--- config.mk ---
export PLATFORM = sky130hd
export DESIGN_NAME = lhi_host_port
export DESIGN_NICKNAME = d
export VERILOG_FILES = /design/src/hdl/lhi_pkg.sv /design/src/hdl/lhi_fifo.sv /design/src/hdl/lhi_host_port.sv
export SDC_FILE = /design/constraint.sdc
export NUM_CORES = 1
export LEC_CHECK = 0
export BUFFER_PORTS_ARGS = -buffer_cell sky130_fd_sc_hd__buf_4
export CAP_MARGIN = 20
export CORE_MARGIN = 4
export CORE_UTILIZATION = 42
export DETAILED_ROUTE_END_ITERATION = 8
export GPL_TIMING_DRIVEN = 0
export HOLD_SLACK_MARGIN = 0.06
export PLACE_DENSITY = 0.69
export SETUP_SLACK_MARGIN = 0.4
export SLEW_MARGIN = 20
export SYNTH_ARGS = -nofsm -noshare
export SYNTH_HDL_FRONTEND = slang
export SYNTH_SLANG_ARGS = --single-unit
--- constraint.sdc ---
create_clock -name CLOCK -period 8 [get_ports CLOCK]
set_input_delay 1.2 -clock CLOCK [delete_from_list [all_inputs] [get_ports CLOCK]]
set_output_delay 1.2 -clock CLOCK [all_outputs]
set_load 0.03 [all_outputs]
--- src/hdl/lhi_pkg.sv ---
// constants shared by the lcd host interface block
// What this block does
// - parallel or serial host path, mode pin picks
// - bus style picks enable+direction or read/write strobes
// - data select high moves display data
// - data select low moves status or commands
// - serial inputs taken only while chip selected
// - serial bits sampled on rising clock, msb first
// - eighth rising clock hands on one byte
// - serial byte is data or command per select
// - data select sampled at every eighth edge
// - deselect clears shift register and bit counter
// - serial mode has no read path
// - interface enabled only when both selects active
// - deselected means bus released, strobes ignored
// - status read shows busy on bit 7
// - first data read after setup returns stale byte
package lhi_pkg;
    localparam int LHI_DATA_W = 8;          // host data bus width
    localparam int LHI_FIFO_DEPTH = 16;     // words held toward the core
    localparam int LHI_SER_BITS = 8;        // serial bits to one byte
    localparam logic [2:0] LHI_CNT_RST = 3'h0;   // bit counter after reset or deselect
    localparam logic [7:0] LHI_BYTE_RST = 8'h00; // read and write holders and output bytes after reset
    localparam int LHI_BUSY_BIT = 7;        // busy position in the status byte
    localparam int LHI_SI_BIT = 7;          // serial data pin in serial mode
    localparam int LHI_SCL_BIT = 6;         // serial clock pin in serial mode
    // access decode states, gray along idle -> active -> done
    typedef enum logic [1:0] {
        LHI_IDLE = 2'b00,
        LHI_ACT = 2'b01,
        LHI_DONE = 2'b11
    } lhi_state_t;
endpackage

--- src/hdl/lhi_fifo.sv ---
// small first-in first-out buffer with valid/ready on both sides
`timescale 1ns/1ps
`default_nettype none
module lhi_fifo #(
    parameter int WIDTH = 9,
    parameter int DEPTH = 16
) (
    input wire logic clk,
    input wire logic rst,
    input wire logic in_valid,
    output logic in_ready,
    input wire logic [WIDTH-1:0] in_data,
    output logic out_valid,
    input wire logic out_ready,
    output logic [WIDTH-1:0] out_data
);
    localparam int AW = $clog2(DEPTH);
    logic [WIDTH-1:0] mem [DEPTH];  // storage array
    logic [AW-1:0] wr_ptr;           // next slot to fill
    logic [AW-1:0] rd_ptr;           // next slot to drain
    logic [AW:0] count;              // words held
    logic push;
    logic pop;

    // honest flags from the occupancy count
    assign in_ready = (count != (AW+1)'(DEPTH));
    assign out_valid = (count != '0);
    assign push = in_valid && in_ready;
    assign pop = out_valid && out_ready;
    assign out_data = mem[rd_ptr];

    // storage write, no reset needed on data
    always_ff @(posedge clk) begin
        if (push) begin
            mem[wr_ptr] <= in_data;
        end
    end

    // pointers and count
    always_ff @(posedge clk or posedge rst) begin
        if (rst) begin
            wr_ptr <= '0;
            rd_ptr <= '0;
            count <= '0;
        end else begin
            if (push) begin
                wr_ptr <= (wr_ptr == AW'(DEPTH - 1)) ? '0 : wr_ptr + AW'(1);
            end
            if (pop) begin
                rd_ptr <= (rd_ptr == AW'(DEPTH - 1)) ? '0 : rd_ptr + AW'(1);
            end
            count <= count + (AW+1)'(push) - (AW+1)'(pop);
        end
    end
endmodule
`default_nettype wire

--- src/hdl/lhi_host_port.sv ---
// host port of the lcd driver: parallel 6800/8080 bus or serial input
`timescale 1ns/1ps
`default_nettype none
module lhi_host_port #(
    parameter int DEPTH = lhi_pkg::LHI_FIFO_DEPTH
) (
    input wire logic CLOCK,
    input wire logic RST,
    input wire logic PARALLEL_SELECT,        // high parallel, low serial
    input wire logic BUS_STYLE_SELECT,       // high enable+direction, low strobes
    input wire logic CHIP_SELECT_LOW_N,
    input wire logic CHIP_SELECT_HIGH,
    input wire logic DATA_COMMAND_SELECT,
    input wire logic READ_STROBE,            // read strobe or enable clock
    input wire logic STORE_STROBE,           // write strobe or direction
    input wire logic [7:0] DATA_IN,
    output logic [7:0] DATA_OUT,
    output logic [7:0] DATA_OE,
    input wire logic [7:0] STATUS,           // core status, bit 7 is busy
    input wire logic [7:0] RAM_RDATA,        // ram byte at current address
    output logic RAM_READ_PULSE,             // advance ram read pointer
    output logic ADDR_SETUP_SEEN,            // unused pipeline marker, level
    output logic CORE_VALID,
    input wire logic CORE_READY,
    output logic [7:0] CORE_BYTE,
    output logic CORE_IS_DATA,
    output logic WRITE_DROPPED               // write lost to a full buffer or busy
);
    // two-stage synchronisers for all pins
    // every pin crosses here, so the rest of the block sees one clock only;
    // the cleared chain reads as deselected, so reset brings no false access
    // and no false serial clock edge
    logic [15:0] meta;
    logic [15:0] sync;
    logic ps, c86, cs_n, cs, a0, rd, wr;
    logic [7:0] din;
    always_ff @(posedge CLOCK or posedge RST) begin
        if (RST) begin
            meta <= 16'h0000;
            sync <= 16'h0000;
        end else begin
            meta <= {PARALLEL_SELECT, BUS_STYLE_SELECT, CHIP_SELECT_LOW_N, CHIP_SELECT_HIGH,
                     DATA_COMMAND_SELECT, READ_STROBE, STORE_STROBE, 1'b0, DATA_IN};
            sync <= meta;
        end
    end
    assign {ps, c86, cs_n, cs, a0, rd, wr} = sync[15:9];
    assign din = sync[7:0];

    logic sel;  // chip active
    assign sel = !cs_n && cs;

    // parallel access decode
    // the strobe style is read every cycle; switching it in the middle of an
    // access is not supported and may end that access early
    logic p_act;       // a strobe is asserted now
    logic p_read;      // direction of that access
    always_comb begin
        if (c86) begin
            p_act = rd;               // enable clock high
            p_read = wr;              // direction high reads
        end else begin
            p_act = !rd || !wr;
            p_read = !rd;
        end
    end

    lhi_pkg::lhi_state_t state;
    logic p_start;  // first cycle of a selected parallel access
    logic p_end;    // strobe withdrawn
    assign p_start = ps && sel && p_act && (state == lhi_pkg::LHI_IDLE);
    assign p_end = (state == lhi_pkg::LHI_ACT) && (!p_act || !sel);

    // access state machine: read drives bus while active
    // the done state adds one quiet cycle between accesses; a host that
    // spaces its strobes by a few cycles never notices it
    logic cur_read;
    logic cur_a0;
    always_ff @(posedge CLOCK or posedge RST) begin
        if (RST) begin
            state <= lhi_pkg::LHI_IDLE;
            cur_read <= 1'b0;
            cur_a0 <= 1'b0;
        end else begin
            case (state)
                lhi_pkg::LHI_IDLE: begin
                    if (p_start) begin
                        state <= lhi_pkg::LHI_ACT;
                        cur_read <= p_read;
                        cur_a0 <= a0;
                    end
                end
                lhi_pkg::LHI_ACT: begin
                    if (p_end) begin
                        state <= lhi_pkg::LHI_DONE;
                    end
                end
                lhi_pkg::LHI_DONE: state <= lhi_pkg::LHI_IDLE;
                default: state <= lhi_pkg::LHI_IDLE;
            endcase
        end
    end

    // read pipeline holder: a data read shows the previous fetch
    logic [7:0] holder;
    always_ff @(posedge CLOCK or posedge RST) begin
        if (RST) begin
            holder <= lhi_pkg::LHI_BYTE_RST;
            RAM_READ_PULSE <= 1'b0;
            ADDR_SETUP_SEEN <= 1'b0;
        end else begin
            RAM_READ_PULSE <= 1'b0;
            if (p_end && cur_read && cur_a0) begin
                holder <= RAM_RDATA;
                RAM_READ_PULSE <= 1'b1;
                ADDR_SETUP_SEEN <= 1'b0;
            end else if (p_end && !cur_read) begin
                ADDR_SETUP_SEEN <= 1'b1;  // next data read is the dummy
            end
        end
    end

    // bus drive: only during a selected parallel read
    // enable follows the synchronised strobe, so the bus stays driven about
    // three cycles after the host lets go; the host must allow for it
    always_ff @(posedge CLOCK or posedge RST) begin
        if (RST) begin
            DATA_OUT <= lhi_pkg::LHI_BYTE_RST;
            DATA_OE <= 8'h00;
        end else if (ps && sel && (state == lhi_pkg::LHI_ACT) && cur_read && p_act) begin
            DATA_OUT <= cur_a0 ? holder : STATUS;
            DATA_OE <= 8'hff;
        end else begin
            DATA_OE <= 8'h00;
        end
    end

    // serial path: bit 7 data, bit 6 clock
    // the serial clock is only a pin here: its edges are found by the system
    // clock, so each clock phase must last well over two system cycles
    logic scl_d;
    logic scl_rise;
    logic [6:0] shreg;
    logic [2:0] bitcnt;
    assign scl_rise = din[lhi_pkg::LHI_SCL_BIT] && !scl_d;
    always_ff @(posedge CLOCK or posedge RST) begin
        if (RST) begin
            scl_d <= 1'b0;
        end else begin
            scl_d <= din[lhi_pkg::LHI_SCL_BIT];
        end
    end

    logic s_byte;  // eighth edge seen this cycle
    logic [7:0] s_word;
    assign s_byte = !ps && sel && scl_rise && (bitcnt == 3'h7);
    assign s_word = {shreg, din[lhi_pkg::LHI_SI_BIT]};
    always_ff @(posedge CLOCK or posedge RST) begin
        if (RST) begin
            shreg <= 7'h00;
            bitcnt <= lhi_pkg::LHI_CNT_RST;
        end else if (ps || !sel) begin
            shreg <= 7'h00;
            bitcnt <= lhi_pkg::LHI_CNT_RST;
        end else if (scl_rise) begin
            shreg <= s_word[6:0];
            bitcnt <= bitcnt + 3'h1;
        end
    end

    // parallel write byte, resampled every active cycle; the last sample
    // before the strobe drops is the one handed on, which spares the data
    // path a second strobe-edge detector
    logic [7:0] holder_w;
    always_ff @(posedge CLOCK or posedge RST) begin
        if (RST) begin
            holder_w <= lhi_pkg::LHI_BYTE_RST;
        end else if (state == lhi_pkg::LHI_ACT) begin
            holder_w <= din;
        end
    end

    // bytes toward the core through the buffer
    // a command refused while busy is flagged, not queued, so the core
    // never sees a command out of turn
    logic f_valid;
    logic f_ready;
    logic [8:0] f_data;
    logic p_wr_take;
    assign p_wr_take = p_end && !cur_read && (cur_a0 || !STATUS[lhi_pkg::LHI_BUSY_BIT]);
    always_comb begin
        f_valid = s_byte || p_wr_take;
        if (s_byte) begin
            f_data = {a0, s_word};
        end else begin
            f_data = {cur_a0, holder_w};
        end
    end
    // sixteen words plus the output stage let the host run ahead of the core;
    // a write that finds both full is dropped and flagged
    logic o_valid;
    logic [8:0] o_data;
    lhi_fifo #(.WIDTH(9), .DEPTH(DEPTH)) u_fifo (
        .clk(CLOCK),
        .rst(RST),
        .in_valid(f_valid),
        .in_ready(f_ready),
        .in_data(f_data),
        .out_valid(o_valid),
        .out_ready(!CORE_VALID || CORE_READY),
        .out_data(o_data)
    );

    // registered output stage toward the core
    // it holds byte and flag while the core stalls, as valid/ready requires
    always_ff @(posedge CLOCK or posedge RST) begin
        if (RST) begin
            CORE_VALID <= 1'b0;
            CORE_BYTE <= lhi_pkg::LHI_BYTE_RST;
            CORE_IS_DATA <= 1'b0;
            WRITE_DROPPED <= 1'b0;
        end else begin
            if (!CORE_VALID || CORE_READY) begin
                CORE_VALID <= o_valid;
                if (o_valid) begin
                    CORE_BYTE <= o_data[7:0];
                    CORE_IS_DATA <= o_data[8];
                end
            end
            WRITE_DROPPED <= (f_valid && !f_ready) || (p_end && !cur_read && !p_wr_take);
        end
    end

    // checks on the port's own behaviour; all share the system clock and
    // stay quiet while reset is held

    // the bit counter wraps after a full byte
    a_serial_byte_cnt: assert property (@(posedge CLOCK) disable iff (RST)
        (!ps && sel && scl_rise && bitcnt == 3'h7) |=> (bitcnt == 3'h0))
        else $error("bit counter did not wrap at eighth edge");

    // deselect empties the serial state
    a_deselect_clear: assert property (@(posedge CLOCK) disable iff (RST)
        !sel |=> (bitcnt == 3'h0 && shreg == 7'h00))
        else $error("deselect left serial state");

    // no drive in serial mode or while deselected
    a_bus_released: assert property (@(posedge CLOCK) disable iff (RST)
        (!ps || !sel) |=> (DATA_OE == 8'h00))
        else $error("bus driven while not allowed");

    // a status read puts the status byte on the bus
    a_status_read: assert property (@(posedge CLOCK) disable iff (RST)
        (ps && sel && state == lhi_pkg::LHI_ACT && cur_read && p_act && !cur_a0)
        |=> (DATA_OUT == $past(STATUS)))
        else $error("status byte not presented");

    // a data read shows the byte fetched by the read before
    a_data_read: assert property (@(posedge CLOCK) disable iff (RST)
        (ps && sel && state == lhi_pkg::LHI_ACT && cur_read && p_act && cur_a0)
        |=> (DATA_OUT == $past(holder)))
        else $error("data read did not show holder");

    // a finished serial byte goes on with its data flag
    a_serial_push: assert property (@(posedge CLOCK) disable iff (RST)
        s_byte |-> (f_valid && f_data[8] == a0))
        else $error("serial byte not handed on");

    // a parallel access only starts while selected
    a_start_selected: assert property (@(posedge CLOCK) disable iff (RST)
        p_start |-> (sel && ps))
        else $error("access began while deselected");

    // the bus is only driven for a read
    a_oe_in_read: assert property (@(posedge CLOCK) disable iff (RST)
        (DATA_OE != 8'h00) |-> $past(cur_read))
        else $error("bus driven outside a read");

    // a busy core refuses the command and the loss is flagged
    a_busy_cmd_drop: assert property (@(posedge CLOCK) disable iff (RST)
        (p_end && !cur_read && !cur_a0 && STATUS[lhi_pkg::LHI_BUSY_BIT]) |=> WRITE_DROPPED)
        else $error("busy command not flagged as dropped");

    // serial mode never opens a parallel access
    a_serial_no_access: assert property (@(posedge CLOCK) disable iff (RST)
        (!ps && state == lhi_pkg::LHI_IDLE) |=> (state != lhi_pkg::LHI_ACT))
        else $error("parallel access began in serial mode");

    // one fetch per data read
    a_read_pulse_once: assert property (@(posedge CLOCK) disable iff (RST)
        RAM_READ_PULSE |=> !RAM_READ_PULSE)
        else $error("ram read pulse longer than one cycle");

    // a stalled core sees a steady byte
    a_core_hold: assert property (@(posedge CLOCK) disable iff (RST)
        (CORE_VALID && !CORE_READY) |=> (CORE_VALID && $stable(CORE_BYTE) && $stable(CORE_IS_DATA)))
        else $error("core byte changed while stalled");

    // no serial byte right after deselect or in parallel mode
    a_idle_no_byte: assert property (@(posedge CLOCK) disable iff (RST)
        (ps || !sel) |=> !s_byte)
        else $error("serial byte completed while not accepting");
endmodule
`default_nettype wire

==> run_results.csv, run 1 <==
group,metric,value,unit
critical_path,slowest_delay,580,ps
floorplan,die_x,157,um
critical_path,worstSetupEndpointType,"flop",
critical_path,worst_r2r_path_depth,13,
timing,rsz0062_at_grt,"false",
pwr,p_per_area,365,nW/um^2
timing,fin_crit_sh,41.2,%
critical_path,crit_slowest_cell,"a21oi_1",
grt,grt_antenna_before_repair,0,
timing,tns,0,ps
finish,fin_cells,925,
grt,met2_usage,23.4,%
synthesis,synth.avg_cell_area,17.4,um^2
clocking,postCtsHoldBufs,0,
grt,grt_pass1_vias,5127,
floorplan,die_h,157,um
synthesis,yosys-top-cells-count,"edfxtp_1, dfrtp_1, mux4_2",
finish,seq_area,6730,um^2
clocking,clockBufferDepth,3,
placement,dp.cells,879,
clocking,root_buffer,"clkbuf_16",
placement,gp_congestion,0.785,
pwr,vdd_drop_max,0.000184,V
grt,top_usage_layer,"met2",
timing,fmax,0.304,GHz
clocking,cts_sinks,240,
routing,drc_errors,0,
synthesis,synth_cell_types,45,
clocking,cts.repair.resized,0,
routing,drt-total-wl,18200,um
placement,hpwl,12100,um
timing,slew_headroom,35.7,%
critical_path,crit_type,"in -> reg",
critical_path,worstPathMaxFanout,10,
pwr,finalPower,4.04,mW
clocking,cts_tree,"yes",
placement,place_ws,4240,ps
synthesis,async_flop_share,40.0,%
finish,area_delta_synth_final,18.7,%
synthesis,synthCells,536,
synthesis,synth.top_cells.by_area,"edfxtp_1, dfrtp_1, mux4_2, mux2_1, mux2_2",
clocking,htreeDepth,1,
synthesis,ys_seq_elements,240,
critical_path,critPathBufInv,4,
grt,grtUsageMet3,3.38,%
floorplan,io_pins,63,
synthesis,syn-cell-area,9330,um^2
critical_path,reg2reg_setup_slack,4730,ps
timing,finalSetupViolCount,0,
floorplan,rows,54,
floorplan,coreArea,21800,um^2
timing,finClkSkew,15.1,ps
placement,numPortBuffers,62,
finish,n_antenna_cell,0,
floorplan,die-area,24700,um^2
synthesis,synth_top_area_share,46.4,%
critical_path,cp_top_family,"adder cells",
routing,vias_per_cell,5.31,
synthesis,yosysTopAreaCell,"edfxtp_1",
synthesis,synthFlopType,"edfxtp_1",
timing,drv_slew,0,
timing,timing.final.ws_setup,4710,ps
grt,grt.total_usage,15.0,%
timing,finalHoldViolCount,0,
synthesis,ys_warn_count,0,
worst_hold_path,hold-path-cell-count,0,
clocking,clkLatencyLatePin,510,ps
timing,period_minus_slack,3290,ps
timing,worst_pin_slew,961,ps
routing,drtIter0Drc,359,
critical_path,start_kind,"input pin",
grt,grt_pass1_wl,28800,um
routing,via_count,4911,
floorplan,start_util,42.7,%
synthesis,synth-edff-count,144,
synthesis,synth_seq_area_share,72.1,%
routing,antenna_left,0,
routing,drt_first_pass_iters,4,
placement,place_area,10200,um^2
critical_path,cp_data_required_time,8420,ps
synthesis,synth_most_common_cell,"edfxtp_1",
synthesis,syn_nets,584,
status,status,"finished clean",
critical_path,crit_cells,12,
routing,wire_per_inst,19.7,um
grt,use_met1,21.9,%
worst_hold_path,hold_class,"reg -> reg",
finish,multi_input_area,2400,um^2
finish,fin_nets,674,
finish,layout-drive-gt1-share,28.7,%
critical_path,arrival,3720,ps
run,max_cap_viol_count,0,
finish,fillers,1810,
pwr,p_leak,4.17,nW
critical_path,cp_cell_sequence,"buf_4 > inv_1 > a21oi_1 > clkbuf_1 > ha_1 > inv_1 > ha_1 > fa_1 > a21oi_1 > nor2_1 > nor2_1 > xnor2_1",
clocking,path_clk_slew,60,ps
grt,grt_max_degree,65,
finish,design_area,11100,um^2
clocking,cts_setup_buffers,0,
clocking,cts-buffers-inserted,25,
grt,overflow,0,
-- power by group --
part	leakage (nW)	internal, mW	total (mW)	switching [mW]
clock network	0.430	0.758	1.21	0.453
logic	1.31	0.479	1.15	0.670
registers	2.43	1.59	1.68	0.0974
-- through the flow --
stage	utilization, %	hold WS [ps]
floorplan	-	331
global placement	46.5	335
detailed placement	46.7	335
CTS	50.7	343
global route	50.7	350
finish	50.7	342
-- layout by cell type (no fill, tap or decap), types with 7 or more instances in the layout --
| master | count |
|---|---|
| mux2_1 | 19 |
| mux4_2 | 36 |
| buf_2 | 9 |
| edfxtp_1 | 144 |
| ha_1 | 13 |
| and3_1 | 9 |
| a21oi_1 | 32 |
| clkbuf_16 | 26 |
| mux2i_1 | 7 |
| buf_4 | 70 |
| nand2_1 | 27 |
| mux2_2 | 19 |
| nor2_1 | 18 |
| clkbuf_1 | 18 |
| o22ai_1 | 18 |
| dfrtp_1 | 96 |
| inv_1 | 13 |
-- logic make-up (layout without fill, tap and decap cells) --
family,after synthesis,count (layout),synth area share (%)
muxes,81,81,14.0
AOI/OAI and AO/OA,67,67,4.54
adders and majority gates,14,14,1.96
buffers and inverters,47,156,2.33
and+or+nand+nor,80,80,4.35
DFF,240,240,72.1
xor gates and xnor gates,7,7,0.657
-- flip-flops by register name, indices dropped and copies added (netlist names), 2 cells and up --
register / count
bitcnt: 3
CORE_BYTE: 8
u_fifo.mem: 144
DATA_OUT: 8
u_fifo.count: 5
u_fifo.rd_ptr: 4
sync: 15
holder_w: 8
holder: 8
meta: 15
u_fifo.wr_ptr: 4
shreg: 7
state: 2
-- final cells by class --
type                    count  area share (%)
clock inverters            14            1.81
inverters                  15           0.554
flip-flops and latches    240            60.8
plain buffers              32            1.46
repair buffers             63            4.45
well taps                 280            3.17
multi-input cells         249            21.7
clock buffers              32            6.08
-- final timing paths --
path	endpoint	startpoint
max in group asynchronous	meta[6]	RST
hold / removal	sync[12]	meta[12]
setup / recovery	u_fifo.count[4]	CORE_READY
setup reg to reg	u_fifo.count[4]	u_fifo.count[2]
hold reg to reg	sync[12]	meta[12]
min in group asynchronous	holder[0]	RST
-- routing by layer --
metal  vias to the layer above  part of all wire [%]
li1                       2218                     -
met1                      2509                    44
met2                       159                    46
met3                        25                   7.8
met4                         0                   1.9
met5                         -                     0
Note: power is estimated with default switching activity, not from simulation.
==> run 2, diff against run 1 <==
PLACE_DENSITY = 0.71   (was 0.69)
clock period = 2.7 ns   (was 8 ns; I/O delays follow)
==> run_results.csv, run 2 (synthesis gave the netlist of run 1 again) <==
group,metric,value,unit
routing,drt_first_pass_iters,4,
timing,tns,0,ps
floorplan,rows,54,
finish,top_regs,"u_fifo.mem: 144 flops, meta: 15 flops, sync: 15 flops",
timing,timing.final.ws_setup,263,ps
placement,gp_congestion,0.769,
critical_path,arrival,2650,ps
timing,fin_crit_sh,90.2,%
floorplan,die_x,157,um
floorplan,coreArea,21800,um^2
floorplan,die-area,24700,um^2
clocking,cts-buffers-inserted,24,
clocking,htreeDepth,1,
critical_path,worstSetupStartpoint,"sync[13]",
grt,grt.total_usage,16.0,%
floorplan,die_h,157,um
grt,grt_pass1_vias,5507,
run,max_cap_viol_count,0,
critical_path,reg2reg_setup_slack,260,ps
routing,drt-total-wl,19300,um
critical_path,start_kind,"flop",
worst_hold_path,hold_class,"in -> reg",
critical_path,r2r_end,"u_fifo.mem[1][4]",
timing,fmax,0.410,GHz
clocking,clkLatencyLatePin,510,ps
clocking,cts_tree,"yes",
finish,n_antenna_cell,0,
timing,period_minus_slack,2440,ps
critical_path,worstSetupEndpointType,"flop",
critical_path,worstPathMaxFanout,7,
timing,finalSetupViolCount,0,
timing,finalHoldViolCount,0,
critical_path,r2r_start,"sync[13]",
clocking,path_clk_slew,60,ps
routing,antenna_left,0,
finish,layout-drive-gt1-share,37.9,%
routing,wire_per_inst,19.7,um
timing,finClkSkew,7.00,ps
finish,final_common_cell,"edfxtp_1",
critical_path,crit_type,"reg -> reg",
clocking,cts_sinks,240,
grt,grt_max_degree,37,
timing,rsz0062_at_grt,"true",
pwr,vdd_drop_max,0.000609,V
placement,numPortBuffers,62,
routing,drtIter0Drc,326,
finish,largest_reg_flops,144,
grt,grt_antenna_before_repair,0,
critical_path,endpoint,"u_fifo.mem[1][4]",
pwr,p_per_area,1040,nW/um^2
grt,grt_pass1_wl,30600,um
floorplan,start_util,42.7,%
critical_path,cp_data_required_time,2910,ps
placement,hpwl,12100,um
routing,via_count,5227,
timing,drv_slew,0,
placement,place_ws,-79.5,ps
routing,vias_per_cell,5.33,
clocking,root_buffer,"clkbuf_16",
routing,drc_errors,0,
timing,worst_pin_slew,775,ps
timing,timing.hold.ws,99.3,ps
grt,overflow,0,
clocking,clockBufferDepth,3,
finish,regMostFlops,"u_fifo.mem",
finish,final_cell_mix,"edfxtp_1, dfrtp_1, buf_4, mux4_2, a21oi_1",
timing,slew_headroom,48.3,%
floorplan,io_pins,63,
status,status,"finished clean",
finish,fin_util,54.0,%
pwr,p_leak,4.47,nW
critical_path,worst_r2r_path_depth,8,
finish,fin_nets,731,
finish,area_delta_synth_final,26.3,%
## run 2: cell types whose count changed in the layout (fill, tap and decap cells not counted), sizes merged
cell         delta
buf            +37
dlygate4sd3    +16
and3            +6
clkinvlp        +5
bufinv          -3
clkbuf          -3
inv             -2
## run 2: where the power goes
group / internal [mW] / switching [mW] / total (mW)
Sequential: 4.69 / 0.315 / 5.01
Clock: 2.00 / 1.34 / 3.34
Combinational: 1.70 / 2.19 / 3.89
Total: 8.40 / 3.84 / 12.2
## run 2: how the worst min path moves through the flow
stage	from	endpoint	slack, ps	depth (start not counted)
after global routing	CORE_READY	CORE_VALID	90	2
after floorplan	meta[0]	sync[0]	330	0
final	CORE_READY	CORE_VALID	100	2
after global placement	meta[14]	sync[14]	330	0
after CTS	CORE_READY	CORE_VALID	80	2
after detailed placement	meta[0]	sync[0]	330	0
## run 2: worst max-delay path: stages (launching register included)
cell     delay, ps
dfrtp_1        370
or3b_4         410
or3_4          400
o31ai_4        100
and2_4         210
buf_6          110
buf_4          160
buf_6          120
and3_4         240
## run 2: routing by layer
layer | global-route usage [%] | vias to the layer above | part of all wire, %
li1 | - | 2346 | -
met1 | 22.0 | 2648 | 42
met2 | 26.1 | 201 | 49
met3 | 3.60 | 32 | 7.3
met4 | 3.93 | 0 | 1.9
met5 | 0 | - | 0
## run 2: repair_timing
action / CTS / global route
endpoints found under the setup margin: 292 / 139
gates cloned: 5 / 1
hold buffers: 16 / 0
resized for setup: 59 / 9
pin swaps: 12 / 9
endpoints found under the hold margin: 41 / 0
setup buffers: 23 / 8
## run 2: per-stage QoR
stage / std cells / power, mW / instance area [um^2]
after global placement: 878 / 8.34 / 10200
after CTS: 972 / 12.2 / 11600
after floorplan: 536 / 7.40 / 9360
after detailed placement: 884 / 8.54 / 10300
final: 981 / 12.2 / 11800
after global routing: 981 / 12.9 / 11800
## run 2: layout make-up
| cell class | instances | area [um^2] |
|---|---|---|
| fillers | 1670 | 10000 |
| flip-flops and latches | 240 | 6730 |
| multi-input cells | 255 | 2650 |
| repair buffers | 115 | 996 |
| clock buffers | 30 | 686 |
| well taps | 280 | 350 |
| plain buffers | 32 | 180 |
| clock inverters | 14 | 134 |
| inverters | 15 | 60.1 |
